File: src/dmec_pkg.sv
package dmec_pkg;

	localparam int MODE_HI_POS  = 15;
	localparam int MODE_LO_POS  = 14;
	localparam int DSCR_W       = 32;
	localparam logic [31:0] DSCR_RESET = 32'h0000_0000;
	localparam int ADDR_W       = 32;
	localparam int NUM_BKPT     = 4;
	localparam int NUM_WPT      = 4;

	typedef enum logic [3:0] {
		DMEC_IDLE    = 4'b0001,
		DMEC_PENDING = 4'b0010,
		DMEC_HALTED  = 4'b0100,
		DMEC_MONITOR = 4'b1000
	} dmec_state_t;

	typedef struct packed {
		logic              valid;
		logic [ADDR_W-1:0] addr;
	} dmec_access_t;

	typedef struct packed {
		logic              active;
		logic [ADDR_W-1:0] addr;
	} dmec_comp_t;

endpackage
File: src/dmec_debug_mode_ctrl.sv
`timescale 1ns/1ps
// How it works
// - Halt and monitor modes are each enabled by one bit of the mode field [15:14] of the status/control word.
// - No debug event is raised while the synchronized copy of the invasive debug enable input is low.
// - Breakpoints match fetches and watchpoints match data accesses only when active, enabled and a mode is on.
// - Dropping the enable or the modes while a match is pending never deadlocks nor drops a data access.
// - A halt stall whose enable or modes have been dropped still lets an unmasked interrupt through.
module dmec_debug_mode_ctrl
	import dmec_pkg::*;
#(
	parameter int N_BKPT = NUM_BKPT,
	parameter int N_WPT  = NUM_WPT
) (
	// Clock and reset
	input  wire logic                     sys_clk,
	input  wire logic                     rst,
	// Debugger side
	input  wire logic                     invasive_debug_enable_in,
	input  wire logic                     dscr_we,
	input  wire logic [DSCR_W-1:0]        dscr_wdata,
	output logic      [DSCR_W-1:0]        debug_status_control_reg,
	input  wire dmec_comp_t [N_BKPT-1:0]  bkpt_cmp,
	input  wire dmec_comp_t [N_WPT-1:0]   wpt_cmp,
	input  wire logic                     debug_restart,
	// Core side
	input  wire dmec_access_t             fetch,
	input  wire dmec_access_t             data_acc,
	input  wire logic                     instr_retire,
	input  wire logic                     irq_pending,
	input  wire logic                     irq_masked,
	output logic                          core_stall,
	output logic                          data_commit,
	output logic                          halt_event,
	output logic                          monitor_event,
	output logic                          irq_take,
	output logic                          match_discarded
);

	// Elaboration-time refusal of comparator counts the logic cannot serve
	if (N_BKPT < 1 || N_WPT < 1) begin : g_bad_count
		$error("Comparator counts must be at least one");
	end

	// Pin input synchronizer
	logic en_s1_reg, en_s2_reg;
	always_ff @(posedge sys_clk) begin
		if (rst) begin
			en_s1_reg <= 1'b0;
			en_s2_reg <= 1'b0;
		end else begin
			en_s1_reg <= invasive_debug_enable_in;
			en_s2_reg <= en_s1_reg;
		end
	end

	function automatic logic comp_hit(input dmec_comp_t c, input logic [ADDR_W-1:0] a);
		return c.active && (c.addr == a);
	endfunction

	logic [DSCR_W-1:0] dscr_reg, dscr_next;
	dmec_state_t       state_reg, state_next;
	logic              pend_wpt_reg, pend_wpt_next;
	logic              halt_on, mon_on, dbg_live, bk_hit, wp_hit;
	logic              bk_any, wp_any;

	// Any active comparator on the address counts; which one matched is not kept
	always_comb begin
		bk_any = 1'b0;
		wp_any = 1'b0;
		for (int i = 0; i < N_BKPT; i++)
			bk_any = bk_any | comp_hit(bkpt_cmp[i], fetch.addr);
		for (int i = 0; i < N_WPT; i++)
			wp_any = wp_any | comp_hit(wpt_cmp[i], data_acc.addr);
	end

	assign halt_on  = dscr_reg[MODE_HI_POS];
	assign mon_on   = dscr_reg[MODE_LO_POS];
	assign dbg_live = en_s2_reg && (halt_on || mon_on);
	assign bk_hit   = dbg_live && fetch.valid && bk_any;
	assign wp_hit   = dbg_live && data_acc.valid && wp_any;

	always_comb begin
		dscr_next        = dscr_we ? dscr_wdata : dscr_reg;
		state_next       = state_reg;
		pend_wpt_next    = pend_wpt_reg;
		halt_event       = 1'b0;
		monitor_event    = 1'b0;
		match_discarded  = 1'b0;
		case (state_reg)
			DMEC_IDLE: begin
				if (bk_hit || wp_hit) begin
					state_next    = DMEC_PENDING;
					pend_wpt_next = wp_hit;
				end
			end
			DMEC_PENDING: begin
				// Decision taken once, at retire, on the live enables
				if (instr_retire) begin
					if (!dbg_live) begin
						match_discarded = 1'b1;
						state_next      = DMEC_IDLE;
					end else if (halt_on) begin
						halt_event = 1'b1;
						state_next = DMEC_HALTED;
					end else begin
						monitor_event = 1'b1;
						state_next    = DMEC_IDLE;
					end
				end
			end
			DMEC_HALTED: begin
				if (debug_restart || !en_s2_reg)
					state_next = DMEC_IDLE;
			end
			default: state_next = DMEC_IDLE;
		endcase
	end

	always_ff @(posedge sys_clk) begin
		if (rst) begin
			dscr_reg     <= DSCR_RESET;
			state_reg    <= DMEC_IDLE;
			pend_wpt_reg <= 1'b0;
		end else begin
			dscr_reg     <= dscr_next;
			state_reg    <= state_next;
			pend_wpt_reg <= pend_wpt_next;
		end
	end

	assign debug_status_control_reg = dscr_reg;
	// Only a halt stalls; a pending match lets the instruction run to retire
	assign core_stall  = (state_reg == DMEC_HALTED);
	// Data always commits, cancelled or not, so no access is lost
	assign data_commit = data_acc.valid;
	assign irq_take    = irq_pending && !irq_masked && (state_reg != DMEC_HALTED || !dbg_live);
endmodule

File: config.mk
export PLATFORM = sky130hd
export DESIGN_NAME = dmec_debug_mode_ctrl
export DESIGN_NICKNAME = d
export VERILOG_FILES = /design/src/dmec_pkg.sv /design/src/dmec_debug_mode_ctrl.sv
export SDC_FILE = /design/constraint.sdc
export NUM_CORES = 1
export LEC_CHECK = 0
export ABC_AREA = 0
export BUFFER_PORTS_ARGS = -buffer_cell sky130_fd_sc_hd__buf_2
export CORE_AREA = 2 2 159 161
export CTS_CLUSTER_SIZE = 24
export DETAILED_ROUTE_END_ITERATION = 8
export DIE_AREA = 0 0 161 163
export GPL_ROUTABILITY_DRIVEN = 0
export PLACE_DENSITY = 0.52
export SYNTH_ARGS = -nofsm -noshare
export SYNTH_HDL_FRONTEND = slang
export SYNTH_SLANG_ARGS = --single-unit
File: constraint.sdc
create_clock -name sys_clk -period 1.8 [get_ports sys_clk]
set_input_delay 0.09 -clock sys_clk [delete_from_list [all_inputs] [get_ports sys_clk]]
set_output_delay 0.09 -clock sys_clk [all_outputs]
set_load 0.05 [all_outputs]
==> results.ini, run 1 <==
[status]
status = finished clean

[floorplanning]
row_count = 58
core-area_mm2 = 0.0247
io_pins = 408
die_w_um = 161
start_util = 0.172
fp.dieArea_mm2 = 0.0262
die_y_um = 163

[sta]
fin_tns_setup_ns = 0
setup_viol = 0
final-hold-violation-count = 0
timing.final.crit_share = 0.991
tightest_slew_ns = 0.693
period_minus_slack_ns = 1.78
fin_worst_skew_ns = 0.00562
rsz0062_at_grt = no
relSlewSlack = 0.538
slew_violations = 0
fmax_mhz = 560

[job]
drv_cap = 0

[setup_path]
cp-end-kind = flop
r2r_slack_ns = 0.42
critPathMaxStageDelay_ns = 0.51
crit_type = in2reg
required_ns = 1.97
cp.depth = 8
crit_family = simple AND/OR/NAND/NOR gates
critical_path.slowest_cell = nor4_1
worst_setup_path_start_kind = primary input
cp_cell_sequence = buf_2 -> xor2_1 -> nor4_1 -> nand4_1 -> nor3_1 -> o41a_1 -> o21ai_1 -> a211o_1
r2r_cells = 4
cp_max_fo = 3
worst-path-buf-inv = 1
worstPathArrival_ns = 1.96

[power]
ir_worst_vdd_uv = 426
finalPower_mw = 3.67
power.leakage_nw = 3.82
powerDensity_mw_per_mm2 = 484

[synth]
ys_ff_latch = 37
avgSynthCellArea_um2 = 8.58
yosysTopAreaCellShare = 0.452
syn-num-nets = 864
ys.warnings.count = 0
synth_area_mm2 = 0.00424
synthCells = 494
ys_seq_area_frac = 0.175
yosysTopAreaCell = xor2_1
synth_cell_types = 34
yosys-top-cells-area = xor2_1 (45%), dfxtp_1 (17%), mux2i_1 (7.6%)

[cts]
cts_tree = done
clk_latency_ns = 0.28
cts_inserted_buffers = 5
hold_buffers = 0
cts.clk_slew.worst_paths_ns = 0.06
clockBufferDepth = 2
htreeDepth = 2
root_buffer = clkbuf_16
clock-sinks = 37

[global_route]
grt_pass1_wl_um = 31600
grt_pass1_vias = 5356
grtUsageTotal = 0.161
grt_overflow = 0
grt_max_degree = 38
antenna_found_initial = 0

[routing]
drt-total-wl_um = 22700
num_vias = 5354
drtIter0Drc = 260
drc = 0
avgViaCountPerCell = 4.11
dr.pass1.iters = 4
wl_per_cell_um = 17.4
ant_nets = 0

[finish]
final_nets = 1342
n_fill_cell = 2705
drive_gt1_frac = 0.523
largest_reg_flops = 32
fin_cells = 1303
synthToLayoutAreaGrowth_pct = 78.7
n_antenna_cell = 0
multi_input_area_mm2 = 0.00353
register_area_um2 = 741
finalCoreUtilization = 0.307

[placement]
post-place-cells = 1295
hpwl_um = 20400
numPortBuffers = 407

[worst_hold_path]
holdPathStages = 2
holdCritPathClass = in2reg

## final timing paths
kind                                 start            to
setup / recovery               data_acc[7]  state_reg[0]
hold / removal    invasive_debug_enable_in     en_s1_reg
setup reg to reg              state_reg[1]  state_reg[0]
hold reg to reg                  en_s1_reg     en_s2_reg
## Yosys cell counts, drive strengths merged
master and n:
xor2 219, nor4 51, dfxtp 37, xnor2 34, mux2i 32, nor2 32
nand3 17, nor3 16, nand4 14, inv 6, buf 5, clkbuf 5
a21oi 4, nor2b 3, nor3b 2, o21ai 2, o41a 2, a211o 1
a222oi 1, and4 1, and4b 1, nand2 1, nand2b 1, nor4b 1
o211ai 1, o21a 1, o22a 1, o22ai 1, o31a 1, or3 1
## logic make-up (layout without fill, tap and decap cells)
| family | count (synthesis) | after routing | share of synthesized area |
|---|---|---|---|
| xor+xnor | 253 | 253 | 0.523 |
| buf+inv | 16 | 495 | 0.0192 |
| flops | 37 | 37 | 0.175 |
| compound gates | 15 | 15 | 0.0263 |
| simple gates | 141 | 141 | 0.182 |
| mux | 32 | 32 | 0.0755 |
## power breakdown
group / leakage [nW] / switching, mW / internal, mW
logic: 3.42 / 0.878 / 0.765
registers: 0.305 / 0.0229 / 0.864
clock network: 0.0938 / 0.346 / 0.791
total: 3.82 / 1.25 / 2.42
## per-stage QoR
stage          area (um^2)  setup slack [ns]  hold slack (ns)
2_1_floorplan         4250            0.0526            0.218
3_5_place_dp          7280            -0.360            0.318
5_1_grt               7580           0.00362           0.0323
6_report              7580            0.0153           0.0311
3_3_place_gp          7280            -0.399            0.321
4_1_cts               7510            0.0201           0.0288
## layout by cell type (no fill, tap or decap), types with 2 or more instances in the layout
cell,count
nor2_1,32
mux2i_1,32
dfxtp_1,37
nor4_2,14
xnor2_1,34
nor3_2,2
nor3_1,14
clkbuf_16,5
a21oi_1,4
nand4_1,14
nand3_1,17
nor2b_1,3
inv_1,6
o41a_1,2
xor2_1,219
buf_12,7
nor4_1,37
buf_4,67
buf_2,406
bufinv_16,2
## what timing repair did
action	in CTS	in global routing
setup buffers	0	0
gates resized for setup	6	12
endpoints found under the hold margin	0	0
setup endpoints to repair	3	2
pin swaps	0	6
## final cells by class
type                    instances  share of cell area
repair buffers                481               0.354
multi-input cells             441               0.466
clock inverters                 3             0.00859
inverters                       6             0.00297
clock buffers                   5              0.0165
flip-flops and latches         37              0.0978
well taps                     330              0.0545
## routing by layer
layer	GRT usage	wire length (um)	vias up
met5	0	0	-
met4	0.0349	401	0
met3	0.0272	1780	17
met2	0.289	11200	254
met1	0.201	9380	2427
li1	-	-	2656
(Power assumes the default switching activity.)
==> inputs of run 2 (changes only) <==
CTS_BUF_LIST = sky130_fd_sc_hd__clkbuf_8   (was unset)
==> results.ini, run 2 (same netlist as run 1, synthesis figures left out) <==
[cts]
clockBufferDepth = 2  ; unchanged
cts_tree = done
cts.clk_slew.worst_paths_ns = 0.09  ; +0.03 ns
cts_inserted_buffers = 5  ; unchanged
clock-sinks = 37  ; unchanged
root_buffer = clkbuf_8
clk_latency_ns = 0.29  ; about the same
htreeDepth = 2  ; unchanged
post_cts_buffers = 0  ; unchanged

[setup_path]
worst_setup_path_start_kind = primary input
required_ns = 1.99  ; +0.02 ns
critical_path.slowest_cell = nor4_1
worstPathArrival_ns = 1.96  ; about the same
cp_max_fo = 3  ; unchanged
cp_cell_sequence = buf_2 -> xor2_1 -> nor4_1 -> nand4_1 -> nor3_1 -> o41a_1 -> o21ai_1 -> a211o_1
crit_type = in2reg
cp-end-kind = flop
critPathMaxStageDelay_ns = 0.52  ; about the same

[global_route]
grtUsageTotal = 0.160  ; -0.000378
grt_pass1_wl_um = 31600  ; about the same
grt_max_degree = 38  ; unchanged
antenna_found_initial = 0  ; unchanged
grt_pass1_vias = 5355  ; -0.019%
grt_overflow = 0  ; unchanged

[power]
powerDensity_mw_per_mm2 = 452  ; -6.6%
power.leakage_nw = 3.80  ; -0.73%
ir_worst_vdd_uv = 503  ; +18%
finalPower_mw = 3.38  ; -7.7%

[floorplanning]
die_y_um = 163  ; unchanged
row_count = 58  ; unchanged
start_util = 0.172  ; unchanged
die_w_um = 161  ; unchanged
io_pins = 408  ; unchanged
fp.dieArea_mm2 = 0.0262  ; unchanged
core-area_mm2 = 0.0247  ; unchanged

[placement]
numPortBuffers = 407  ; unchanged
post-place-cells = 1295  ; unchanged
place_ws_ns = -0.360  ; unchanged
hpwl_um = 20400  ; unchanged

[finish]
largest_reg_flops = 32  ; unchanged
drive_gt1_frac = 0.517  ; -0.00617
final_nets = 1342  ; unchanged
fin_cells = 1303  ; unchanged
n_antenna_cell = 0  ; unchanged
synthToLayoutAreaGrowth_pct = 76.5
n_fill_cell = 2711  ; +0.22%
final_common_cell = buf_2
final_cell_mix = buf_2 (406), xor2_1 (219), buf_4 (67)

[sta]
rsz0062_at_grt = yes
setup_ws_ns = 0.0294  ; +0.0140 ns
hold_slack_ns = 0.0218  ; -0.00931 ns
setup_viol = 0  ; unchanged
timing.final.crit_share = 0.984  ; -0.00779
relSlewSlack = 0.546  ; +0.00862
fin_worst_skew_ns = 0.0109  ; +0.00532 ns
period_minus_slack_ns = 1.77  ; -0.0140 ns
fmax_mhz = 565  ; +0.79%
tightest_slew_ns = 0.680  ; -0.0129 ns
slew_violations = 0  ; unchanged
final-hold-violation-count = 0  ; unchanged

[job]
drv_cap = 0  ; unchanged

[routing]
avgViaCountPerCell = 4.08  ; -0.80%
wl_per_cell_um = 17.4  ; -0.32%
drc = 0  ; unchanged
drtIter0Drc = 255  ; -1.9%
dr.pass1.iters = 5  ; +1
num_vias = 5311  ; -0.80%
drt-total-wl_um = 22700  ; -0.32%
ant_nets = 0  ; unchanged

[worst_hold_path]
holdCritPathClass = in2reg

[status]
status = finished clean

[run 2: cell types whose count changed in the layout (fill, tap and decap cells not counted)]
cell	before	now
clkbuf_16	5	0
clkbuf_8	0	5
nor4_1	37	42
nor4_2	14	9
nor3_1	14	15
nor3_2	2	1
[run 2: area by class of cell]
class | instances | area, um^2 | share of cell area
clock buffers | 5 | 68.8 | 0.00920
flip-flops and latches | 37 | 741 | 0.0990
well taps | 330 | 413 | 0.0552
repair buffers | 481 | 2680 | 0.358
multi-input cells | 441 | 3490 | 0.466
inverters | 6 | 22.5 | 0.00301
clock inverters | 3 | 65.1 | 0.00869
[run 2: repair_timing]
item                       4_1_cts  5_1_grt
pin swaps                        0        5
resized for setup                5        7
hold buffers                     0        0
gates cloned                     0        0
setup endpoints to repair        3        2
[run 2: power by group]
group	switching [mW]	total (mW)	internal (mW)
clock	0.314	0.865	0.551
sequential	0.0229	0.886	0.863
combinational	0.871	1.63	0.763
[run 2: layer usage]
| layer | vias up | GRT usage | wire length, um |
|---|---|---|---|
| li1 | 2658 | - | - |
| met1 | 2407 | 0.201 | 9630 |
| met2 | 224 | 0.289 | 11100 |
| met3 | 22 | 0.0272 | 1490 |
| met4 | 0 | 0.0321 | 431 |
| met5 | - | 0 | 0 |
[run 2: critical path: cells and delay by family]
family	cells	cell delay [ns]
buf+inv	1	0.16
simple gates	3	0.93
xor+xnor	1	0.17
compound gates	3	0.61
[run 2: final timing paths]
check             slack (ns)  depth (start not counted)           end                startpoint
setup / recovery        0.03                          8  state_reg[0]               data_acc[7]
hold reg to reg         0.44                          1     en_s2_reg                 en_s1_reg
hold / removal          0.02                          2     en_s1_reg  invasive_debug_enable_in
setup reg to reg        0.42                          4  state_reg[0]              state_reg[1]
[run 2: through the flow]
| step | TNS (ns) | util | area (um^2) |
|---|---|---|---|
| 5_1_grt | -0.00576 | 0.303 | 7480 |
| 4_1_cts | 0 | 0.302 | 7440 |
| 3_5_place_dp | -0.566 | 0.295 | 7280 |
| 6_report | 0 | 0.303 | 7480 |
| 3_3_place_gp | -0.684 | 0.295 | 7280 |
| 2_1_floorplan | 0 | - | 4250 |
